===== src/logic/hpd_pkg.sv =====
// Package for the demand defrost initiation block: timing, temperature limits.
// Assumes a 40 MHz pclk; temperatures arrive as signed whole degrees F.
package hpd_pkg;
    localparam int unsigned CLK_HZ          = 40_000_000;
    localparam int unsigned TICK_MS         = 1000;
    localparam int unsigned TICK_CYC        = CLK_HZ / 1000 * TICK_MS;
    // Durations in seconds
    localparam int unsigned FORCE_RUN_S     = 6 * 3600;
    localparam int unsigned DEF_MAX_S       = 15 * 60;
    localparam int unsigned TEST_MIN_S      = 30;
    localparam int unsigned CYCLE_DLY_S     = 2 * 60;
    localparam int unsigned LOCKOUT_MAX_S   = 120 * 60;
    // Temperature limits, degrees F
    localparam logic signed [9:0] COOL_LIM_F  = 10'sd65;
    localparam logic signed [9:0] LOCK_LIM_F  = 10'sd39;
    localparam logic signed [9:0] TERM_LIM_F  = 10'sd70;
    // Threshold: 0.30*(amb-15)+1 in tenths = 3*amb - 45 + 10
    localparam logic signed [11:0] THR_OFS    = 12'sh023;
    // Ambient degrees F at the cold end and the top of the lockout table
    localparam logic signed [9:0] LOCK_AMB_LO = 10'sd19;
    localparam logic signed [9:0] LOCK_AMB_HI = 10'sd34;
    // Register map
    localparam logic [11:0] OFS_CTRL   = 12'h000;
    localparam logic [11:0] OFS_STAT   = 12'h004;
    localparam logic [11:0] OFS_IRQ_ST = 12'h008;
    localparam logic [11:0] OFS_IRQ_MK = 12'h00C;
    localparam logic [11:0] OFS_RUN    = 12'h010;
    localparam logic [3:0]  IRQ_RST    = 4'h0;
    typedef enum logic [1:0] {HPD_IDLE, HPD_DEF} hpd_state_t;
endpackage : hpd_pkg


===== src/logic/hpd_defrost.sv =====
// Demand defrost initiation and termination controller with APB registers.
// Assumes synchronous, debounced inputs and temperatures already digitized.
`timescale 1ns/10ps
// How it works
// With the liquid line above 65 F the control stays off and starts no defrost.
// The threshold is 0.30*(ambient-15)+1, floored at zero below ambient 12.
// Defrost starts when ambient minus liquid exceeds the threshold.
// Below 65 F timing resumes and six hours of run time force a defrost.
// A defrost begun after cooling mode was seen since the last defrost turns the outdoor fan off and aux heat on.
// The defrost indicator is lit throughout a defrost while no self-test failure is present.
// The relay output closes at defrost start and opens at its end.
// Run time and lockout freeze while first-stage demand is low and resume from held values; the cycle delay timer clears.
// A test pin short starts a defrost lasting at least 30 seconds.
// A second short ends a test defrost, otherwise normal termination applies.
// A self-test failure disables the test pins and keeps the indicator dark.
// Each defrost ends after 15 minutes or once the coil reaches 70 F, a test defrost not before 30 seconds.
// Run time and lockout are cleared at relay closure; timing restarts after.
// Lockout and ambient monitoring begin after two minutes and below 39 F.
// Temperatures are digitized degrees F; durations come from a prescaler.
module hpd_defrost
    import hpd_pkg::*;
#(
    parameter int unsigned TICK_CYCLES = hpd_pkg::TICK_CYC
) (
    // Clock and reset
    input  wire logic              pclk,
    input  wire logic              presetn,
    // APB slave
    input  wire logic              psel,
    input  wire logic              penable,
    input  wire logic              pwrite,
    input  wire logic [11:0]       paddr,
    input  wire logic [31:0]       pwdata,
    output logic      [31:0]       prdata,
    output logic                   pready,
    output logic                   pslverr,
    // Sensors and unit inputs
    input  wire logic signed [9:0] liquid_temp,
    input  wire logic signed [9:0] ambient_temp,
    input  wire logic signed [9:0] coil_temp,
    input  wire logic              demand_hold_input,
    input  wire logic              test_short,
    input  wire logic              selftest_fail,
    // Outputs
    output logic                   defrost_relay_out,
    output logic                   defrost_led,
    output logic                   outdoor_fan_off,
    output logic                   aux_heat_on,
    output logic                   irq
);
    import hpd_pkg::*;

    // Lockout minutes from ambient, cold end of the table
    function automatic logic [7:0] lock_min(input logic signed [9:0] amb);
        logic [7:0] t [0:15];
        t = '{8'h78, 8'h62, 8'h55, 8'h4A, 8'h43, 8'h3D, 8'h38, 8'h34,
              8'h31, 8'h2F, 8'h2D, 8'h2C, 8'h2B, 8'h2A, 8'h29, 8'h28};
        if (amb <= LOCK_AMB_LO)
            lock_min = t[0];
        else if (amb >= LOCK_AMB_HI)
            lock_min = t[15];
        else
            lock_min = t[4'(amb - LOCK_AMB_LO)];
    endfunction : lock_min

    hpd_state_t         st_q, st_d;
    logic [31:0]        pre_q, pre_d;
    logic [15:0]        run_q, run_d;
    logic [15:0]        cyc_q, cyc_d;
    logic [15:0]        lock_q, lock_d;
    logic [15:0]        dt_q, dt_d;
    logic               test_q, test_d;
    logic               tprev_q, tprev_d;
    logic               cool_q, cool_d;
    logic               cmode_q, cmode_d;
    logic [3:0]         ist_q, ist_d;
    logic [3:0]         imk_q, imk_d;
    logic [31:0]        rdata_q, rdata_d;
    logic [3:0]         irq_ev;
    logic [3:0]         irq_clr;
    logic               tick;
    logic               tedge;
    logic               cooling;
    logic               thr_hit;
    logic               lock_ok;
    logic               force_run;
    logic               term;
    logic               start;
    logic               go;
    logic               def_end;
    logic signed [11:0] thr10, act10;

    assign tick    = (pre_q == TICK_CYCLES - 1);
    assign tedge   = test_short & ~tprev_q & ~selftest_fail;
    assign cooling = (liquid_temp > COOL_LIM_F);
    // Threshold in tenths of a degree, clipped at zero
    always_comb begin
        thr10 = 12'(3 * 12'(signed'(ambient_temp))) - THR_OFS;
        if (thr10 < 0)
            thr10 = '0;
        act10 = 12'(10 * (12'(signed'(liquid_temp)) - 12'(signed'(ambient_temp))));
    end
    // Heat pump liquid runs colder than ambient; difference taken as ambient minus liquid
    assign thr_hit   = (-act10 > thr10);
    assign lock_ok   = (cyc_q >= 16'(CYCLE_DLY_S)) && (liquid_temp < LOCK_LIM_F)
                       && (lock_q >= 16'(lock_min(ambient_temp) * 60));
    assign force_run = (run_q >= 16'(FORCE_RUN_S));
    assign start = !cooling && demand_hold_input && ((lock_ok && thr_hit) || force_run);
    assign term  = (dt_q >= 16'(DEF_MAX_S)) || (coil_temp >= TERM_LIM_F);
    // No defrost of any kind starts while the liquid line is warm
    assign go    = (tedge && !cooling) || start;
    // Test defrost honours its minimum before either way out
    assign def_end = (st_q == HPD_DEF)
                     && ((test_q && tedge && dt_q >= 16'(TEST_MIN_S))
                         || (term && (!test_q || dt_q >= 16'(TEST_MIN_S))));

    // Seconds prescaler and test pin history
    always_comb begin
        pre_d   = tick ? '0 : pre_q + 32'h1;
        tprev_d = test_short;
    end

    always_ff @(posedge pclk or negedge presetn) begin
        if (!presetn) begin
            pre_q   <= '0;
            tprev_q <= 1'b0;
        end else begin
            pre_q   <= pre_d;
            tprev_q <= tprev_d;
        end
    end

    // Cooling mode seen, held until the next defrost ends
    always_comb begin
        cmode_d = cmode_q;
        if (cooling)
            cmode_d = 1'b1;
        else if (def_end)
            cmode_d = 1'b0;
    end

    always_ff @(posedge pclk or negedge presetn) begin
        if (!presetn) begin
            cmode_q <= 1'b0;
        end else begin
            cmode_q <= cmode_d;
        end
    end

    // Defrost state and run timers
    always_comb begin
        st_d   = st_q;
        run_d  = run_q;
        cyc_d  = cyc_q;
        lock_d = lock_q;
        dt_d   = dt_q;
        test_d = test_q;
        cool_d = cool_q;
        case (st_q)
            HPD_IDLE: begin
                if (!demand_hold_input) begin
                    cyc_d = '0;
                end else if (tick && !cooling) begin
                    run_d = run_q + 16'h1;
                    cyc_d = (cyc_q == 16'hFFFF) ? cyc_q : cyc_q + 16'h1;
                    if (cyc_q >= 16'(CYCLE_DLY_S) && liquid_temp < LOCK_LIM_F
                        && lock_q < 16'(LOCKOUT_MAX_S))
                        lock_d = lock_q + 16'h1;
                end
                if (go) begin
                    st_d   = HPD_DEF;
                    dt_d   = '0;
                    test_d = tedge;
                    cool_d = cmode_q;
                    run_d  = '0;
                    lock_d = '0;
                    cyc_d  = '0;
                end
            end
            HPD_DEF: begin
                if (tick)
                    dt_d = dt_q + 16'h1;
                if (def_end) begin
                    st_d   = HPD_IDLE;
                    test_d = 1'b0;
                    cool_d = 1'b0;
                end
            end
            default: st_d = HPD_IDLE;
        endcase
    end

    always_ff @(posedge pclk or negedge presetn) begin
        if (!presetn) begin
            st_q   <= HPD_IDLE;
            run_q  <= '0;
            cyc_q  <= '0;
            lock_q <= '0;
            dt_q   <= '0;
            test_q <= 1'b0;
            cool_q <= 1'b0;
        end else begin
            st_q   <= st_d;
            run_q  <= run_d;
            cyc_q  <= cyc_d;
            lock_q <= lock_d;
            dt_q   <= dt_d;
            test_q <= test_d;
            cool_q <= cool_d;
        end
    end

    // Sticky events: start, end, self-test failure, cooling seen
    assign irq_ev  = {cooling, selftest_fail, def_end, (st_q == HPD_IDLE) && go};
    assign irq_clr = (psel && penable && pwrite && paddr == OFS_IRQ_ST) ? pwdata[3:0] : 4'h0;

    always_comb begin
        ist_d = (ist_q & ~irq_clr) | irq_ev; // Set wins over clear
        imk_d = imk_q;
        if (psel && penable && pwrite) begin
            if (paddr == OFS_IRQ_MK || paddr == OFS_CTRL)
                imk_d = pwdata[3:0];
        end
    end

    always_ff @(posedge pclk or negedge presetn) begin
        if (!presetn) begin
            ist_q <= IRQ_RST;
            imk_q <= IRQ_RST;
        end else begin
            ist_q <= ist_d;
            imk_q <= imk_d;
        end
    end

    // Read data latched in the setup cycle
    always_comb begin
        rdata_d = rdata_q;
        if (psel && !penable && !pwrite) begin
            if (paddr == OFS_CTRL)
                rdata_d = {28'h0, imk_q};
            else if (paddr == OFS_STAT)
                rdata_d = {26'h0, selftest_fail, cooling, cool_q, test_q, st_q == HPD_DEF,
                           defrost_relay_out};
            else if (paddr == OFS_IRQ_ST)
                rdata_d = {28'h0, ist_q};
            else if (paddr == OFS_IRQ_MK)
                rdata_d = {28'h0, imk_q};
            else if (paddr == OFS_RUN)
                rdata_d = {lock_q, run_q};
            else
                rdata_d = 32'h0;
        end
    end

    always_ff @(posedge pclk or negedge presetn) begin
        if (!presetn) begin
            rdata_q <= '0;
        end else begin
            rdata_q <= rdata_d;
        end
    end

    assign defrost_relay_out = (st_q == HPD_DEF);
    assign defrost_led       = (st_q == HPD_DEF) && !selftest_fail;
    assign outdoor_fan_off   = (st_q == HPD_DEF) && cool_q;
    assign aux_heat_on       = (st_q == HPD_DEF) && cool_q;
    assign irq     = |(ist_q & imk_q);
    assign prdata  = rdata_q;
    assign pready  = 1'b1;
    assign pslverr = 1'b0;

    AST_COOL_NO_START: assert property (@(posedge pclk) disable iff (!presetn)
        (st_q == HPD_IDLE && cooling && !tedge) |=> st_q == HPD_IDLE)
        else $error("defrost began while cooling");
    AST_RELAY_LED: assert property (@(posedge pclk) disable iff (!presetn)
        (!selftest_fail) |-> (defrost_led == defrost_relay_out))
        else $error("indicator disagrees with relay");
    AST_CLEAR_RUN: assert property (@(posedge pclk) disable iff (!presetn)
        $rose(defrost_relay_out) |-> run_q == 0 && lock_q == 0)
        else $error("timers not cleared at relay closure");
    AST_HOLD: assert property (@(posedge pclk) disable iff (!presetn)
        (!demand_hold_input && st_q == HPD_IDLE && !tedge) |=> $stable(run_q))
        else $error("run time moved without demand");
    AST_TEST_MIN: assert property (@(posedge pclk) disable iff (!presetn)
        ($fell(defrost_relay_out) && $past(test_q)) |-> $past(dt_q) >= 16'(TEST_MIN_S))
        else $error("test defrost too short");
    AST_MAX_DEF: assert property (@(posedge pclk) disable iff (!presetn)
        dt_q <= 16'(DEF_MAX_S) + 16'h1)
        else $error("defrost overran");
    AST_DARK: assert property (@(posedge pclk) disable iff (!presetn)
        selftest_fail |-> !defrost_led)
        else $error("indicator lit on failure");
    AST_FORCE: assert property (@(posedge pclk) disable iff (!presetn)
        (force_run && !cooling && demand_hold_input && st_q == HPD_IDLE)
        |=> defrost_relay_out)
        else $error("six hour defrost missed");
    AST_FAN: assert property (@(posedge pclk) disable iff (!presetn)
        outdoor_fan_off |-> defrost_relay_out && aux_heat_on)
        else $error("fan off outside cooling defrost");
    AST_TEST_END: assert property (@(posedge pclk) disable iff (!presetn)
        (st_q == HPD_DEF && test_q && tedge && dt_q >= 16'(TEST_MIN_S)) |=> !defrost_relay_out)
        else $error("second short ignored");
    AST_THR: assert property (@(posedge pclk) disable iff (!presetn)
        thr10 >= 0)
        else $error("negative threshold");
    AST_IRQ_SET_WINS: assert property (@(posedge pclk) disable iff (!presetn)
        (irq_ev != 4'h0) |=> ((ist_q & $past(irq_ev)) == $past(irq_ev)))
        else $error("status event lost to a clear");
    AST_COIL_END: assert property (@(posedge pclk) disable iff (!presetn)
        (st_q == HPD_DEF && !test_q && coil_temp >= TERM_LIM_F) |=> !defrost_relay_out)
        else $error("defrost kept past coil limit");
    AST_LOCK_GATE: assert property (@(posedge pclk) disable iff (!presetn)
        (st_q == HPD_IDLE && !go && (cyc_q < 16'(CYCLE_DLY_S) || liquid_temp >= LOCK_LIM_F))
        |=> $stable(lock_q))
        else $error("lockout counted too early");
    AST_TEST_START: assert property (@(posedge pclk) disable iff (!presetn)
        (st_q == HPD_IDLE && tedge && !cooling) |=> (defrost_relay_out && test_q))
        else $error("test short did not start defrost");
    COV_TEST_END: cover property (@(posedge pclk) disable iff (!presetn)
        st_q == HPD_DEF && test_q && tedge && dt_q >= 16'(TEST_MIN_S));
    COV_COIL: cover property (@(posedge pclk) disable iff (!presetn)
        st_q == HPD_DEF && coil_temp >= TERM_LIM_F);
    COV_DEMAND: cover property (@(posedge pclk) disable iff (!presetn)
        st_q == HPD_IDLE && start && !force_run);
    COV_TEST: cover property (@(posedge pclk) disable iff (!presetn)
        st_q == HPD_IDLE && tedge);
    COV_COOL: cover property (@(posedge pclk) disable iff (!presetn)
        $rose(outdoor_fan_off));
endmodule : hpd_defrost


===== config.mk =====
export PLATFORM = sky130hd
export DESIGN_NAME = hpd_defrost
export DESIGN_NICKNAME = d
export VERILOG_FILES = /design/src/logic/hpd_pkg.sv /design/src/logic/hpd_defrost.sv
export SDC_FILE = /design/constraint.sdc
export NUM_CORES = 1
export LEC_CHECK = 0
export BUFFER_PORTS_ARGS = -buffer_cell sky130_fd_sc_hd__buf_2
export CAP_MARGIN = 10
export CELL_PAD_IN_SITES_DETAIL_PLACEMENT = 1
export CELL_PAD_IN_SITES_GLOBAL_PLACEMENT = 1
export CORE_MARGIN = 1
export CORE_UTILIZATION = 40
export CTS_CLUSTER_SIZE = 25
export DETAILED_ROUTE_END_ITERATION = 10
export PLACE_DENSITY = 0.74
export SKIP_CTS_REPAIR_TIMING = 1
export SYNTH_ARGS = -nofsm -noshare
export SYNTH_HDL_FRONTEND = slang
export SYNTH_SLANG_ARGS = --single-unit

===== constraint.sdc =====
create_clock -name pclk -period 3.2 [get_ports pclk]
set_input_delay 0.64 -clock pclk [delete_from_list [all_inputs] [get_ports pclk]]
set_output_delay 0.64 -clock pclk [all_outputs]
set_load 0.02 [all_outputs]

==> impl_metrics.py, run 1 <==
metrics = {
    "outcome": {
        "status": "finished with violations",
        "violations": "setup timing",
    },
    "setup_path": {
        "required_ps": 3570,
        "arrival_ps": 6360,
        "criticalPathCategory": "primary input to register",
        "cp_common_cell": "a21oi_2",
        "startpoint": "ambient_temp[5]",
        "max_stage_delay_ps": 520,
        "cp_max_fo": 8,
        "r2r-end": "run_q[14]",
        "worst_setup_path_end_kind": "register",
        "endpoint": "lock_q[5]",
        "reg2regPathDepth": 10,
        "reg2reg_slack_ps": 280,
        "reg2reg_from": "pre_q[20]",
        "cp_slowest_cell": "fa_1",
        "setup.worst_path.start_class": "primary input",
    },
    "timing": {
        "clock_skew_ps": 10.2,
        "finalCritPeriodShare": 1.87,
        "period_minus_slack_ps": 5990,
        "worstMarginPinSlew_ps": 988,
        "setup_tns_ps": -184730,
        "rsz0062_at_grt": "yes",
        "fmax_mhz": 167,
        "slew_viol_final": 0,
        "finalSetupViolations": 68,
        "hold_viol": 0,
        "fin_ws_ps": -2790,
        "slew_headroom": 0.339,
    },
    "cts": {
        "clk_latency_ps": 440,
        "cts.sinks": 141,
        "cts_tree": "yes",
        "cts_made_buffers": 17,
        "clk_path_buf_depth": 2,
        "htree_levels": 4,
        "path_clk_slew_ps": 60,
        "cts_root_buf": "clkbuf_16",
    },
    "global_routing": {
        "grt_pass1_vias": 10400,
        "met2_usage": 0.432,
        "antenna_found_initial": 0,
        "grt_pass1_wl_um": 50000,
        "grtUsageMet1": 0.273,
        "gr-usage-met3": 0.0308,
        "grt.overflow.total": 0,
        "grt-busiest-layer": "met2",
        "grt_max_degree": 65,
        "track_usage": 0.232,
    },
    "logic_synthesis": {
        "synth_area_leader_cell": "dfrtp_1",
        "yosys_warnings": 0,
        "syn_area_per_cell_um2": 8.64,
        "syn_area_um2": 10500,
        "synth_cells": 1215,
        "synth.top_cell.area_share": 0.336,
        "synth_nets": 1412,
        "ys_ff_latch": 141,
        "async_flop_share": 1.00,
        "synth_edf_count": 0,
        "seq_area_frac_synth": 0.336,
        "synth_ff_type": "dfrtp_1",
        "synth_cell_types": 69,
        "yosys-top-cells-area": "dfrtp_1 (34%), ha_1 (12%), nand2_1 (5.3%)",
    },
    "floorplanning": {
        "start_util": 0.412,
        "core.rowCount": 58,
        "fp.dieArea_um2": 26900,
        "pin_count": 121,
        "core_area_um2": 25500,
        "chipHeight_um": 164,
        "die_x_um": 164,
    },
    "layout": {
        "n_antenna_cell": 0,
        "drive_above_1_share": 0.290,
        "nFillCells": 3039,
        "post-route-util": 0.548,
        "syn_to_final_growth_pct": 33.0,
        "finalNetCount": 1692,
    },
    "run": {
        "maxCapViolations": 0,
    },
    "place": {
        "post-place-ws_ps": -3310,
        "port_buffers": 89,
        "dp_hpwl_um": 23200,
        "gp_congestion": 0.865,
    },
    "route": {
        "drc": 0,
        "routedWlPerCell_um": 16.8,
        "dr_total_vias": 9864,
        "drt_iter0_drc": 362,
        "ant_nets": 0,
        "via_per_inst": 5.37,
        "wl_um": 30800,
        "drtPass1Iterations": 4,
    },
    "power_and_ir_drop": {
        "peakVddDrop_mv": 0.442,
        "p_total_mw": 6.71,
        "leakagePower_nw": 6.56,
        "powerDensity_nw_per_um2": 481,
    },
    "hold_path": {
        "hp-class": "primary input to async pin",
    },
}
## final cells by class
cell class              instances  area (µm²)  area share
multi-input cells             955        7000       0.501
flip-flops and latches        141        3530       0.253
repair buffers                291        2110       0.151
clock buffers                  17         425      0.0305
well taps                     330         413      0.0296
inverters                      89         349      0.0250
clock inverters                15         135     0.00968
## synthesized netlist by cell type, types with 26 or more instances
master and n:
nand2_1 147, dfrtp_1 141, ha_1 98, nor2_1 93, inv_1 89, o21ai_0 81, a21oi_1 77, nand3_1 53
xnor2_1 45, xor2_1 40, nand4_1 28, a21o_1 26
## cells by family after synthesis
group / count (synthesis) / synth area share
compound gates: 270 / 0.159
xor+xnor: 85 / 0.0709
fa+ha+maj: 115 / 0.149
buf+inv: 120 / 0.0453
flops: 141 / 0.336
mux: 17 / 0.0172
other cells: 2 / 0.000715
simple gates: 465 / 0.221
## worst max-delay path, delay by kind of cell
family | cells | cell delay (ps)
xor gates and xnor gates | 1 | 160
and+or+nand+nor | 9 | 1440
AOI/OAI and AO/OA | 11 | 1590
muxes | 1 | 290
buffers and inverters | 6 | 580
adders and majority gates | 5 | 1670
## state kept, by name, indices dropped and copies added, names as in the netlist
signal,count
ist_q,4
prdata,32
imk_q,4
pre_q,32
lock_q,16
cyc_q,16
cmode_q,1
cool_q,1
st_q,1
tprev_q,1
run_q,16
test_q,1
dt_q,16
## power breakdown
group	internal, mW	switching, mW	leakage [nW]	total, mW
clock	1.08	0.839	0.269	1.92
sequential	1.89	0.153	1.91	2.04
combinational	1.33	1.43	4.38	2.76
total	4.30	2.42	6.56	6.71
## routing by layer
layer  wire length (µm)  vias up
li1                   -     4811
met1              13200     4869
met2              16400      148
met3                710       36
met4                468        0
met5                  0        -
## metrics by stage
step                      cells  hold slack, ps  area [µm²]
after floorplan            1215             344       10800
after global placement     1795             457       12900
after detailed placement   1795             465       12900
after CTS                  1827             195       13500
after global routing       1838             210       14000
final                      1838             177       14000
## worst min path at each step
stage	start	cells after the start	slack, ps	to
3_5_place_dp	prdata[0]	2	470	prdata[0]
5_1_grt	presetn	1	210	dt_q[4]
4_1_cts	presetn	1	190	dt_q[4]
6_report	presetn	1	180	dt_q[4]
3_3_place_gp	pre_q[31]	1	460	pre_q[31]
2_1_floorplan	presetn	0	340	cmode_q
## layout by cell type, fill, tap and decap left out, drive strengths merged, types with 6 or more instances in the layout
cell | synthesis | routed
nand2 | 147 | 147
nor2b | 12 | 12
or2 | 7 | 7
nand3 | 54 | 54
ha | 98 | 98
xnor2 | 45 | 45
mux2i | 9 | 9
and2 | 10 | 10
nor2 | 94 | 94
clkbuf | 19 | 19
a21oi | 79 | 79
dfrtp | 141 | 141
a21o | 26 | 26
and3 | 19 | 19
o21ai | 87 | 87
inv | 89 | 91
clkinvlp | 0 | 8
a211oi | 7 | 7
xor2 | 40 | 40
or3 | 18 | 18
mux2 | 8 | 8
nand4 | 28 | 28
fa | 17 | 17
a31oi | 22 | 22
buf | 12 | 289
nor3 | 25 | 25
and4 | 6 | 6
nand2b | 15 | 16
nor4 | 7 | 7
No activity file was read; power rests on OpenSTA's default activity.
==> run 2: changes to the inputs <==
--- a/config.mk
+++ b/config.mk
@@ -9,6 +9,7 @@
 export CAP_MARGIN = 10
 export CELL_PAD_IN_SITES_DETAIL_PLACEMENT = 1
 export CELL_PAD_IN_SITES_GLOBAL_PLACEMENT = 1
+export CORE_ASPECT_RATIO = 1.2
 export CORE_MARGIN = 1
 export CORE_UTILIZATION = 40
 export CTS_CLUSTER_SIZE = 25
==> impl_metrics.py, run 2 (synthesized netlist as in run 1, its figures left out) <==
metrics = {
    "place": {
        "dp_hpwl_um": 23000,
        "port_buffers": 89,
        "gp_congestion": 0.834,
        "post-place-ws_ps": -3250,
    },
    "global_routing": {
        "grt_pass1_wl_um": 50500,
        "grt_pass1_vias": 10500,
        "track_usage": 0.232,
        "antenna_found_initial": 0,
        "grt.overflow.total": 0,
        "grt_max_degree": 66,
    },
    "power_and_ir_drop": {
        "peakVddDrop_mv": 0.407,
        "p_total_mw": 6.76,
        "leakagePower_nw": 6.54,
        "powerDensity_nw_per_um2": 484,
    },
    "hold_path": {
        "hp-class": "primary input to async pin",
    },
    "layout": {
        "post-route-util": 0.546,
        "drive_above_1_share": 0.288,
        "nFillCells": 3057,
        "finalNetCount": 1686,
        "layout_commonest_cell": "buf_4",
        "syn_to_final_growth_pct": 33.2,
        "layout_common_cells": "buf_4 (181), nand2_1 (143), dfrtp_1 (141), ha_1 (90), buf_2 (86)",
        "n_antenna_cell": 0,
    },
    "route": {
        "drtPass1Iterations": 4,
        "drc": 0,
        "ant_nets": 0,
        "wl_um": 31500,
        "dr_total_vias": 9945,
        "routedWlPerCell_um": 17.2,
        "via_per_inst": 5.43,
        "drt_iter0_drc": 303,
    },
    "setup_path": {
        "arrival_ps": 6360,
        "criticalPathCategory": "primary input to register",
        "worst_setup_path_end_kind": "register",
        "crit_buf_inv": 6,
        "setup.worst_path.start_class": "primary input",
        "cp_slowest_cell": "fa_1",
        "crit_family": "compound AO/OA/AOI/OAI gates",
        "required_ps": 3550,
        "cp_max_fo": 5,
        "cp_common_cell": "a21oi_2",
        "max_stage_delay_ps": 510,
    },
    "cts": {
        "cts.sinks": 141,
        "clk_path_buf_depth": 2,
        "clk_latency_ps": 430,
        "path_clk_slew_ps": 60,
        "htree_levels": 4,
        "cts_made_buffers": 17,
        "cts_tree": "yes",
        "cts_root_buf": "clkbuf_16",
    },
    "timing": {
        "slew_headroom": 0.315,
        "finalCritPeriodShare": 1.88,
        "period_minus_slack_ps": 6010,
        "fin_ws_ps": -2810,
        "slew_viol_final": 0,
        "fmax_mhz": 166,
        "worstMarginPinSlew_ps": 1020,
        "finalSetupViolations": 68,
        "hold_viol": 0,
        "rsz0062_at_grt": "yes",
        "clock_skew_ps": 11.7,
    },
    "floorplanning": {
        "fp.dieArea_um2": 26900,
        "pin_count": 121,
        "start_util": 0.410,
        "core.rowCount": 64,
        "core_area_um2": 25600,
        "die_x_um": 150,
        "chipHeight_um": 179,
    },
    "run": {
        "maxCapViolations": 0,
    },
    "outcome": {
        "status": "finished with violations",
        "violations": "setup timing",
    },
}
## run 2: worst reg2reg max path, cell delays in order, from the launching register on
cell	delay, ps
dfrtp_1	450
nor4bb_1	410
nand4b_1	190
or3_1	440
nor3_4	240
and4_4	280
and4_4	260
nand2b_4	70
or3_1	330
a21oi_2	150
## run 2: worst paths after layout
kind	from	endpoint	slack, ps	cells past startpoint
min reg2reg	prdata[19]	prdata[19]	480	2
max	ambient_temp[0]	cyc_q[11]	-2810	32
max reg2reg	pre_q[24]	run_q[15]	310	9
max in group asynchronous	presetn	prdata[14]	2190	2
min	presetn	pre_q[5]	190	1
min in group pclk	test_short	tprev_q	340	1
## run 2: cell type report
cell class	instances	area, µm²	area share
flip-flops and latches	141	3530	0.252
clock inverters	13	165	0.0118
repair buffers	285	2080	0.149
multi-input cells	955	7020	0.502
well taps	330	413	0.0295
clock buffers	19	433	0.0310
inverters	89	345	0.0247
## run 2: metal layers
metal  vias up  part of all wire  GRT usage
li1       4806                 -          -
met1      4897              0.41      0.268
met2       188              0.53      0.436
met3        54             0.031     0.0287
met4         0             0.025     0.0739
met5         -                 0          0
## run 2: per-stage QoR
stage                     std cells  hold slack, ps  setup TNS, ps  instance area, µm²
after detailed placement       1785             468        -211910               12900
after global placement         1785             458        -200170               12900
final                          1832             193        -183540               14000
after global routing           1832             261        -205530               14000
after floorplan                1215             344        -179300               10800
after CTS                      1817             233        -181720               13500
## run 2: power by group
part	switching (mW)	total [mW]	internal [mW]
logic	1.37	2.70	1.33
clock network	0.808	2.04	1.23
registers	0.140	2.03	1.89
total	2.32	6.76	4.44
